[src/hw/selftest_regs_pkg.sv]
// constants, register map and state codes for the self-test, timing and audio register slice
package selftest_regs_pkg;
  // register offsets
  localparam logic [7:0] ADDR_SELFTEST_CTRL = 8'h24;
  localparam logic [7:0] ADDR_TALLY         = 8'h25;
  localparam logic [7:0] ADDR_HIGH_WIDTH    = 8'h26;
  localparam logic [7:0] ADDR_LOW_WIDTH     = 8'h27;
  localparam logic [7:0] ADDR_DATAPATH2     = 8'h28;

  // values after reset
  localparam logic [7:0] RST_SELFTEST_CTRL  = 8'h00;
  localparam logic [7:0] RST_TALLY          = 8'h00;
  localparam logic [7:0] RST_HIGH_WIDTH     = 8'h83;
  localparam logic [7:0] RST_LOW_WIDTH      = 8'h84;
  localparam logic [7:0] RST_DATAPATH2      = 8'h00;
  localparam logic [7:0] RST_RDATA          = 8'h00;

  // field positions and masks
  localparam int         CTRL_RUN_BIT       = 0;
  localparam int         DP2_BLOCK_FWD_BIT  = 7;
  localparam int         DP2_AUX_AUDIO_BIT  = 3;
  localparam int         DP2_I2S_OFF_BIT    = 2;
  localparam int         DP2_SURROUND_BIT   = 0;
  localparam logic [7:0] CTRL_WMASK         = 8'h01;
  localparam logic [7:0] DP2_WMASK          = 8'h8D;
  localparam logic [7:0] DP2_FWD_MASK       = 8'h0D;
  localparam logic [7:0] TALLY_MAX          = 8'hFF;

  // pulse-width unit
  localparam int         CLK_PERIOD_NS      = 4;
  localparam int         WIDTH_UNIT_NS      = 50;
  localparam int         UNIT_CYC           = (WIDTH_UNIT_NS + CLK_PERIOD_NS - 1) / CLK_PERIOD_NS;
  localparam logic [3:0] UNIT_LAST          = 4'(UNIT_CYC - 1);

  typedef enum logic [3:0] {
    ST_IDLE  = 4'b0001,
    ST_HIGH  = 4'b0010,
    ST_LOW   = 4'b0100,
    ST_SETUP = 4'b1000
  } scl_state_t;
endpackage

[src/hw/width_timer.sv]
// counts a programmed number of 50 ns width units and pulses when done
`timescale 1ns/100ps
module width_timer
  import selftest_regs_pkg::*;
(
  // clock and reset
  input  wire logic       mclk_in,
  input  wire logic       arst_n_in,
  // request
  input  wire logic       start_in,
  input  wire logic [7:0] units_in,
  // answer
  output logic            done_out
);
  typedef struct packed {
    logic       busy;
    logic [3:0] pre;
    logic [7:0] units;
    logic       done;
  } timer_state_t;

  timer_state_t st;
  timer_state_t next_st;

  always_comb begin
    next_st      = st;
    next_st.done = 1'b0;
    if (start_in) begin
      next_st.busy  = 1'b1;
      next_st.pre   = UNIT_LAST;
      // zero is treated as one unit
      next_st.units = (units_in == 8'h00) ? 8'h01 : units_in;
    end else if (st.busy) begin
      if (st.pre == 4'h0) begin
        next_st.pre = UNIT_LAST;
        if (st.units == 8'h01) begin
          next_st.busy = 1'b0;
          next_st.done = 1'b1;
        end else begin
          next_st.units = st.units - 8'h01;
        end
      end else begin
        next_st.pre = st.pre - 4'h1;
      end
    end
  end

  always_ff @(posedge mclk_in or negedge arst_n_in) begin
    if (!arst_n_in) begin
      st <= '0;
    end else begin
      st <= next_st;
    end
  end

  assign done_out = st.done;
endmodule

[src/hw/selftest_i2c_timing_audio_regs.sv]
// self-test error tally, local bus clock timing and data-path control registers
//
// Notes on behaviour
// - count forward-channel errors during self-test in an eight-bit read-only tally
// - tally is valid only after the self-test run flag returns to zero
// - tally clears when power-down pin is low and when a new run starts
// - as local master, clock line high for high-width count times 50 ns
// - as local master, clock line low for low-width count times 50 ns
// - as slave, hold clock low for low-width count after data before releasing
// - bit 7 set blocks forward-channel loading of the data-path control register
// - bit 3 routes aux audio word select to gpio1 and data to gpio0
// - bit 2 set asserts only the I2S disable output, not aux audio or surround; cleared after reset
// - bit 0 clear gives two/four channels; set enables surround transport
// - in repeater mode, in-band detected audio mode may override surround bit
// - self-test enable bit starts the run when one; reset value is off
`timescale 1ns/100ps
module selftest_i2c_timing_audio_regs
  import selftest_regs_pkg::*;
(
  // clock and reset
  input  wire logic       mclk_in,
  input  wire logic       arst_n_in,
  // decoded control bus access
  input  wire logic [7:0] reg_addr_in,
  input  wire logic       reg_wr_in,
  input  wire logic [7:0] reg_wdata_in,
  input  wire logic       reg_rd_in,
  output logic      [7:0] reg_rdata_out,
  // power-down pin and self-test errors
  input  wire logic       powerdown_pin_n_in,
  input  wire logic       fwd_error_in,
  output logic            selftest_run_flag_out,
  output logic            tally_valid_out,
  // forward-channel configuration load
  input  wire logic       fwd_load_in,
  input  wire logic [7:0] fwd_data_in,
  // local bus clock line (open drain)
  input  wire logic       master_en_in,
  input  wire logic       slave_setup_in,
  output logic            scl_o_out,
  output logic            scl_oe_out,
  output logic            slave_release_out,
  // audio and gpio
  input  wire logic       repeater_mode_in,
  input  wire logic       inband_valid_in,
  input  wire logic       inband_surround_in,
  input  wire logic       aux_ws_in,
  input  wire logic       aux_data_in,
  input  wire logic [1:0] gpio_data_in,
  output logic      [1:0] gpio_pin_out,
  output logic            aux_audio_en_out,
  output logic            i2s_off_out,
  output logic            surround_out
);
  typedef struct packed {
    scl_state_t state;
    logic [7:0] ctrl;
    logic [7:0] tally;
    logic [7:0] high_w;
    logic [7:0] low_w;
    logic [7:0] dp2;
    logic [7:0] rdata;
    logic       valid;
    logic       scl_oe;
    logic       release_p;
    logic       aux;
    logic       i2s_off;
    logic       surround;
    logic [1:0] gpio;
  } regs_state_t;

  localparam regs_state_t RST_ST = '{
    state: ST_IDLE, ctrl: RST_SELFTEST_CTRL, tally: RST_TALLY, high_w: RST_HIGH_WIDTH,
    low_w: RST_LOW_WIDTH, dp2: RST_DATAPATH2, rdata: RST_RDATA, valid: 1'b1,
    scl_oe: 1'b0, release_p: 1'b0, aux: 1'b0, i2s_off: 1'b0, surround: 1'b0,
    gpio: 2'b00};

  regs_state_t st;
  regs_state_t next_st;
  logic        tmr_start;
  logic [7:0]  tmr_units;
  logic        tmr_done;
  logic        run_start;

  function automatic logic wr_hit(input logic [7:0] addr);
    return reg_wr_in && (reg_addr_in == addr);
  endfunction

  width_timer u_timer (
    .mclk_in   (mclk_in),
    .arst_n_in (arst_n_in),
    .start_in  (tmr_start),
    .units_in  (tmr_units),
    .done_out  (tmr_done)
  );

  always_comb begin
    next_st           = st;
    tmr_start         = 1'b0;
    tmr_units         = st.high_w;
    next_st.release_p = 1'b0;

    // self-test enable and error tally
    run_start = wr_hit(ADDR_SELFTEST_CTRL) && reg_wdata_in[CTRL_RUN_BIT]
                && !st.ctrl[CTRL_RUN_BIT];
    if (wr_hit(ADDR_SELFTEST_CTRL)) begin
      next_st.ctrl = reg_wdata_in & CTRL_WMASK;
    end
    if (!powerdown_pin_n_in) begin
      next_st.tally = 8'h00;
    end else begin
      if (run_start) begin
        next_st.tally = 8'h00;
      end
      if (st.ctrl[CTRL_RUN_BIT] && fwd_error_in && next_st.tally != TALLY_MAX) begin
        next_st.tally = next_st.tally + 8'h01;
      end
    end
    next_st.valid = !next_st.ctrl[CTRL_RUN_BIT];

    // width registers
    if (wr_hit(ADDR_HIGH_WIDTH)) begin
      next_st.high_w = reg_wdata_in;
    end
    if (wr_hit(ADDR_LOW_WIDTH)) begin
      next_st.low_w = reg_wdata_in;
    end

    // data-path control: local write wins over a forward-channel load
    if (wr_hit(ADDR_DATAPATH2)) begin
      next_st.dp2 = reg_wdata_in & DP2_WMASK;
    end else if (fwd_load_in && !st.dp2[DP2_BLOCK_FWD_BIT]) begin
      next_st.dp2 = (st.dp2 & ~DP2_FWD_MASK) | (fwd_data_in & DP2_FWD_MASK);
    end

    // audio controls
    next_st.aux     = next_st.dp2[DP2_AUX_AUDIO_BIT];
    next_st.i2s_off = next_st.dp2[DP2_I2S_OFF_BIT];
    if (repeater_mode_in && inband_valid_in) begin
      next_st.surround = inband_surround_in;
    end else begin
      next_st.surround = st.dp2[DP2_SURROUND_BIT];
    end
    if (st.dp2[DP2_AUX_AUDIO_BIT]) begin
      next_st.gpio = {aux_ws_in, aux_data_in};
    end else begin
      next_st.gpio = gpio_data_in;
    end

    // read port
    if (reg_rd_in) begin
      case (reg_addr_in)
        ADDR_SELFTEST_CTRL: next_st.rdata = st.ctrl;
        ADDR_TALLY:         next_st.rdata = st.tally;
        ADDR_HIGH_WIDTH:    next_st.rdata = st.high_w;
        ADDR_LOW_WIDTH:     next_st.rdata = st.low_w;
        ADDR_DATAPATH2:     next_st.rdata = st.dp2;
        default:            next_st.rdata = 8'h00;
      endcase
    end

    // clock line sequencer; a low phase always runs to its end
    case (st.state)
      ST_IDLE: begin
        if (master_en_in) begin
          tmr_start      = 1'b1;
          tmr_units      = st.high_w;
          next_st.scl_oe = 1'b0;
          next_st.state  = ST_HIGH;
        end else if (slave_setup_in) begin
          tmr_start      = 1'b1;
          tmr_units      = st.low_w;
          next_st.scl_oe = 1'b1;
          next_st.state  = ST_SETUP;
        end
      end
      ST_HIGH: begin
        if (tmr_done) begin
          if (master_en_in) begin
            tmr_start      = 1'b1;
            tmr_units      = st.low_w;
            next_st.scl_oe = 1'b1;
            next_st.state  = ST_LOW;
          end else begin
            next_st.state  = ST_IDLE;
          end
        end
      end
      ST_LOW: begin
        if (tmr_done) begin
          tmr_start      = master_en_in;
          tmr_units      = st.high_w;
          next_st.scl_oe = 1'b0;
          next_st.state  = master_en_in ? ST_HIGH : ST_IDLE;
        end
      end
      ST_SETUP: begin
        if (tmr_done) begin
          next_st.scl_oe    = 1'b0;
          next_st.release_p = 1'b1;
          next_st.state     = ST_IDLE;
        end
      end
      default: begin
        next_st.scl_oe = 1'b0;
        next_st.state  = ST_IDLE;
      end
    endcase
  end

  always_ff @(posedge mclk_in or negedge arst_n_in) begin
    if (!arst_n_in) begin
      st <= RST_ST;
    end else begin
      st <= next_st;
    end
  end

  assign reg_rdata_out         = st.rdata;
  assign selftest_run_flag_out = st.ctrl[CTRL_RUN_BIT];
  assign tally_valid_out       = st.valid;
  assign scl_o_out             = 1'b0;
  assign scl_oe_out            = st.scl_oe;
  assign slave_release_out     = st.release_p;
  assign gpio_pin_out          = st.gpio;
  assign aux_audio_en_out      = st.aux;
  assign i2s_off_out           = st.i2s_off;
  assign surround_out          = st.surround;
endmodule

[config.mk]
export PLATFORM = sky130hd
export DESIGN_NAME = selftest_i2c_timing_audio_regs
export DESIGN_NICKNAME = d
export VERILOG_FILES = /design/src/hw/selftest_regs_pkg.sv /design/src/hw/width_timer.sv /design/src/hw/selftest_i2c_timing_audio_regs.sv
export SDC_FILE = /design/constraint.sdc
export NUM_CORES = 1
export LEC_CHECK = 0
export BUFFER_PORTS_ARGS = -buffer_cell sky130_fd_sc_hd__buf_2
export CORE_MARGIN = 2
export CORE_UTILIZATION = 30
export CTS_CLUSTER_SIZE = 14
export DETAILED_ROUTE_END_ITERATION = 8
export HOLD_SLACK_MARGIN = 0.03
export PLACE_DENSITY_LB_ADDON = 0.2
export SLEW_MARGIN = 20
export SYNTH_ARGS = -nofsm -noshare
export SYNTH_HDL_FRONTEND = slang
export SYNTH_SLANG_ARGS = --single-unit
[constraint.sdc]
create_clock -name mclk_in -period 3.1 [get_ports mclk_in]
set_clock_uncertainty 0.2 [all_clocks]
set_input_delay 0.155 -clock mclk_in [delete_from_list [all_inputs] [get_ports mclk_in]]
set_output_delay 0.155 -clock mclk_in [all_outputs]
set_load 0.005 [all_outputs]
After elaboration in Yosys (flattened, before gate mapping)
Cells that the tools add are included.
{ "word_totals": {"register_bits": 67, "latchBits": 0, "ramBits": 0, "rom_bits": 0, "inputBits": 40, "n_memories": 0} }
{ "op_classes": {"n_addsub": 3, "mul": 0, "div": 0, "magnitude_cmp": 0, "eq_ne": 17, "shifts": 0, "n_mux": 47, "n_bitwise": 1, "reduce_logical": 21} }
{ "op_table": {"columns": ["op", "count"], "rows": [
  ["two-way mux 8 bit", 12],
  ["== test 8 x 6 -> 1 bit (second input constant)", 5],
  ["case mux 8 bit (5 select lines)", 1],
  ["two-way mux 4 bit", 6],
  ["two-way mux 1 bit", 17],
  ["case mux 4 bit (4 select lines)", 1],
  ["case mux 8 bit (2 select lines)", 1],
  ["two-way mux 14 bit", 1],
  ["two-way mux 13 bit", 1],
  ["logical AND 1 bit", 10],
  ["two-way mux 9 bit", 1],
  ["adder 8 x 1 -> 8 bit (second input constant)", 1],
  ["== test 8 x 1 -> 1 bit (second input constant)", 1],
  ["logical NOT 8 bit", 1],
  ["!= test 8 bit (second input constant)", 1],
  ["OR 8 x 4 -> 8 bit", 1],
  ["subtractor 8 x 1 -> 8 bit (second input constant)", 1],
  ["two-way mux 2 bit", 3],
  ["!= test 2 x 1 -> 1 bit (second input constant)", 3],
  ["nonzero test 2 bit", 3],
  ["AND reduction 5 bit", 1],
  ["== test 4 x 1 -> 1 bit (second input constant)", 1],
  ["== test 4 x 2 -> 1 bit (second input constant)", 1],
  ["== test 4 x 3 -> 1 bit (second input constant)", 1],
  ["other kinds (11)", 14]
]} }

Depth between registers and ports, before layout
{ "logic_depth": {"ltp_word": 10, "ltp_mapped": 9, "ltp_nobuf": 9} }

Modules after synthesis
From an unflattened synthesis, not the netlist that was laid out.
{ "hier_totals": {"cells_unflattened": 321, "area_unflattened_um2": 3488.3} }
{ "modules_own_cells": {"columns": ["mod", "instances", "cells_per_inst", "area_each_um2"], "rows": [
  ["selftest_i2c_timing_audio_regs", 1, 231, 2631.3],
  ["width_timer", 1, 90, 857.1]
]} }

Worst setup path after synthesis
Ideal clock, no wire load.
{ "synth_path": {"kind": "register -> register", "from": "register st (netlist bit selftest_run_flag_out)", "to": "register st[45] in the netlist's numbering", "setup_ps": 119, "arrival_time_ps": 2706, "t_required_ps": 2781, "slack_ps": 75, "path_stages_with_launch": 10, "path_buffers": 0, "synth_period_minus_slack_ps": 3025, "path_cell_list": "dfrtp_1 -> or4b_1 -> or4_4 -> and2_1 -> ha_1 -> and4_1 -> a21oi_1 -> nand4_1 -> and3_1 -> o21a_1"} }
{ "synth_rtl": {"columns": ["item", "line_no", "text"], "rows": [
  ["from (decl)", "selftest_i2c_timing_audio_regs.sv:78", "regs_state_t st;"],
  ["from (signal assigned)", "selftest_i2c_timing_audio_regs.sv:215", "st <= next_st;"]
]} }

==> metrics.log <==
INFO  metric drive_above_1_share = 30.3%
INFO  metric layout_min_cycle_time = approximately 3000 ps
INFO  metric report.final.hold_viol_count = 0
INFO  metric total_cts_buffers = 9
INFO  metric die_area = 0.0119 mm^2
INFO  metric max_slew.worst_pin.slew = 793 ps
INFO  metric max_cap_violations = 0
INFO  metric async_reset_ff_share = 100%
INFO  metric drt_first_iter_violations = 143
INFO  metric grt_antenna_before_repair = 0
INFO  metric power_density = 554 mW/mm^2
INFO  metric finalSetupViolations = 0
INFO  metric worst-endpoint-arrival = 3000 ps
INFO  metric top_signal_layer_used = met4
INFO  metric net_switching = 0.771 mW
INFO  metric crit_path_end_kind = flop
INFO  metric cts_max_path_buffers = 2
INFO  metric area.sequential = 0.00154 mm^2
INFO  metric share_clk_of_total_power = 27.4%
INFO  metric remaining_max_slew_budget_at_the_tightest_pin = 47.1%
INFO  metric edff_count_synth = 0
INFO  metric n_antenna_cell = 0
INFO  metric top_level_ports = 58
INFO  metric setup.reg_to_reg.worst_slack = 210 ps
INFO  metric ir_drop = 0.000257 V
INFO  metric critical_path_required = 3150 ps
INFO  metric min_period_over_period = 95.4%
INFO  metric clock_tree.root_cell = sky130_fd_sc_hd__clkbuf_8
INFO  metric syn_area = 0.00332 mm^2
INFO  metric via_per_inst = 4.87
INFO  metric finish.net_count = 432
INFO  metric chipWidth = between 100 and 150 um
INFO  metric leakagePower = 1.88 nW
INFO  metric worst_slack = 144 ps
INFO  metric synth.top_cell.area_share = about two fifths
INFO  metric crit_path_max_fanout = 6
INFO  metric status = complete, no violations
INFO  metric final_count_of_pins_violating_max_slew = 0
INFO  metric cts_num_sinks = 61
INFO  metric critical_path.slowest_cell = sky130_fd_sc_hd__dlygate4sd3_1
INFO  metric crit_start = reg_wdata_in[0]
INFO  metric final_power = between 2 and 2.5 mW
INFO  metric global_route_wire_length_before_repair = 12800 um
INFO  metric start_kind = primary input
INFO  metric synthDistinctLibCells = 52
INFO  metric sw_frac_of_total = between 30 and 40%
INFO  metric netlist_top_cells_area = sky130_fd_sc_hd__dfrtp_1 41%, sky130_fd_sc_hd__mux2_2 9.5%, sky130_fd_sc_hd__dfstp_2 5.5%
INFO  metric postSynthAreaPerCell = between 10 and 15 um^2
INFO  metric globalRouteOverflowTotal = 0
INFO  metric met2_wirelength_from_detailed_routing = 3580 um
INFO  metric start_util = slightly above 30%
INFO  metric chipHeight = around 110 um
INFO  metric drt_first_pass_iters = 4
INFO  metric detailroute.wirelength.met3 = 294 um
INFO  metric grt_pass1_vias = 2572
INFO  metric grt_use_total = ~14%
INFO  metric finalWirelength = approximately 7800 um
INFO  metric timing.reg2reg.worst_path_depth = 9
INFO  metric met1_wl = 3780 um
INFO  metric drtAntennaViolNets = 0
INFO  metric combinationalPowerShare = 27.0%
INFO  metric fmax = between 0.3 and 0.4 GHz
INFO  metric ys_seq_area_share = between 40% and 50%
INFO  metric synthesis.nets = 359
INFO  metric synth.largest_area_cell = sky130_fd_sc_hd__dfrtp_1
INFO  metric worst_path_largest_cell_delay = 530 ps
INFO  metric area_growth = 23.3%
INFO  metric seqPwrFrac = 45.6%
INFO  metric worstHoldPathType = in -> reg
INFO  metric num_vias = 2597
INFO  metric drcViolationCount = 0
INFO  metric intPower = 1.50 mW
INFO  metric design.core.area = 0.0108 mm^2
INFO  metric placement.io_buffers = 51
INFO  metric worst-setup-path-type = in -> reg
INFO  metric clkLatencyLatePin = ~350 ps
INFO  metric path_cells = dlygate4sd3_1 -> buf_4 -> or4b_1 -> or4_4 -> and2_1 -> ha_1 -> and4_1 -> a21oi_2 -> nand4_1 -> and3_1 -> o21a_1
INFO  metric worst_setup_path_endpoint = st[45]
INFO  metric synth-seq-cells = 61
INFO  metric synthFlopType = sky130_fd_sc_hd__dfrtp_1
INFO  metric cts.repair_timing.setup_buffer_count = 0
INFO  metric multi_input_area = between 0.0015 and 0.002 mm^2
INFO  metric synthesis.yosys.warnings = 0
INFO  metric min_delay_path_depth = 4
INFO  metric grt_max_degree = 62
INFO  metric num_rows = 38
INFO  metric avgRoutedWirePerCell = 14.6 um
INFO  metric clk_pin_slew = 80 ps
INFO  metric worstReg2RegStart = selftest_run_flag_out
INFO  metric htree_levels = 3
INFO  metric finalWeightedCongestion = 0.762
INFO  metric n_fill_cell = ~1100
INFO  metric post-place-ws = 132 ps
INFO  metric estimated_wirelength_of_the_detail_placed_design = 5440 um
INFO  metric tritoncts = done
INFO  metric worstReg2RegEnd = st[45]
INFO  metric postSynthCellCount = 315
logic make-up (layout without fill, tap and decap cells):
group	after synthesis	in the layout	share of synthesized area, %
buffers and inverters	34	112	5.24
other	1	1	0.113
and+or+nand+nor	101	101	17.0
muxes	46	46	15.3
DFF	61	61	46.2
adders and majority gates	4	4	1.51
xor gates and xnor gates	17	17	4.49
AOI/OAI and AO/OA	51	51	10.1
power groups by stage:
stage	combinational [mW]	sequential (mW)	clock, mW
2_1_floorplan	0.492	0.983	0
3_3_place_gp	0.583	1.05	0
3_5_place_dp	0.588	1.05	0
4_1_cts	0.617	1.03	0.647
5_1_grt	0.697	1.05	0.679
6_report	0.612	1.03	0.621
Yosys cell counts, drive strengths merged (5+ instances only):
cell     n
dfrtp   54
mux2    28
nor2    28
mux2i   17
buf     16
nand2   15
a21oi   14
inv     14
xor2    13
a22oi    8
nand3    8
o21ai    8
dfstp    7
and3     6
nor3     6
and2     5
nand2b   5
nor4     5
routing by layer:
layer | track usage, % | up-vias
li1 | - | 1266
met1 | 19.6 | 1274
met2 | 20.9 | 48
met3 | 3.89 | 9
met4 | 4.88 | 0
met5 | 0 | -
cell type report:
type / instances / share of cell area, %
Tap cell: 140 / 4.28
Sequential cell: 61 / 37.5
Inverter: 14 / 1.28
Multi-Input combinational cell: 220 / 39.4
Clock buffer: 9 / 3.03
Timing Repair Buffer: 82 / 13.4
Clock inverter: 7 / 1.04
stage by stage:
stage | cells | hold slack [ps] | TNS [ps] | instance area (um^2) | util, %
after floorplan | 315 | -341 | 0 | 3320 | -
after global placement | 493 | 188 | 0 | 3680 | 34.0
after detailed placement | 493 | 190 | 0 | 3680 | 34.0
after CTS | 533 | 89.6 | 0 | 4090 | 37.7
after global routing | 533 | 145 | -9.54 | 4090 | 37.8
final | 533 | 98.8 | 0 | 4090 | 37.8
timing repair:
| item | in CTS | in global routing |
|---|---|---|
| gates resized for setup | 0 | 2 |
| endpoints found under the setup margin | 0 | 3 |
| hold buffers | 24 | 0 |
| hold endpoints to repair | 99 | 0 |
registers in the layout, summed over array words and instances (netlist names):
name and count:
scl_oe_out 1, gpio_pin_out 2, st 32, u_timer.st 13, slave_release_out 1, selftest_run_flag_out 1, u_timer.done_out 1, surround_out 1
reg_rdata_out 8, tally_valid_out 1
how the worst min path moves through the flow:
stage / to / from / slack (ps)
6_report: st[19] / fwd_load_in / 100
3_3_place_gp: st[25] / arst_n_in / 190
3_5_place_dp: st[25] / arst_n_in / 190
2_1_floorplan: gpio_pin_out[0] / arst_n_in / -340
4_1_cts: st[19] / fwd_load_in / 90
5_1_grt: st[19] / fwd_load_in / 150
worst max-delay path, delay by kind of cell:
| family | cells | cell delay [ps] |
|---|---|---|
| buffers and inverters | 2 | 670 |
| adder cells (fa/ha/maj) | 1 | 210 |
| AO/OA/AOI/OAI | 2 | 330 |
| AND/OR/NAND/NOR | 6 | 1650 |
placed cells by master (no fill, tap or decap), types with 3 or more instances in the layout:
cell type,Yosys,routed
sky130_fd_sc_hd__and3_1,6,6
sky130_fd_sc_hd__o21ai_0,7,7
sky130_fd_sc_hd__nor2_1,26,26
sky130_fd_sc_hd__inv_1,14,14
sky130_fd_sc_hd__dlygate4sd3_1,0,24
sky130_fd_sc_hd__dfstp_2,7,7
sky130_fd_sc_hd__nor4_1,5,5
sky130_fd_sc_hd__clkinvlp_4,0,3
sky130_fd_sc_hd__a22o_1,3,3
sky130_fd_sc_hd__nand2_1,15,15
sky130_fd_sc_hd__buf_2,4,50
sky130_fd_sc_hd__buf_4,11,8
sky130_fd_sc_hd__mux2_2,28,28
sky130_fd_sc_hd__nor2b_1,4,4
sky130_fd_sc_hd__ha_1,4,4
sky130_fd_sc_hd__xnor2_1,4,4
sky130_fd_sc_hd__nand4_1,4,4
sky130_fd_sc_hd__a21oi_1,14,13
sky130_fd_sc_hd__o22ai_1,4,4
sky130_fd_sc_hd__or4_1,3,3
sky130_fd_sc_hd__a22oi_1,8,8
sky130_fd_sc_hd__nor3_1,6,6
sky130_fd_sc_hd__clkinv_2,0,4
sky130_fd_sc_hd__nand3b_1,4,4
sky130_fd_sc_hd__xor2_1,13,13
sky130_fd_sc_hd__dfrtp_1,54,54
sky130_fd_sc_hd__and2_1,4,4
sky130_fd_sc_hd__mux2i_1,17,17
sky130_fd_sc_hd__nand2b_1,5,5
sky130_fd_sc_hd__nand3_1,7,7
sky130_fd_sc_hd__clkbuf_8,0,9
No activity file was read; power rests on OpenSTA's default activity.
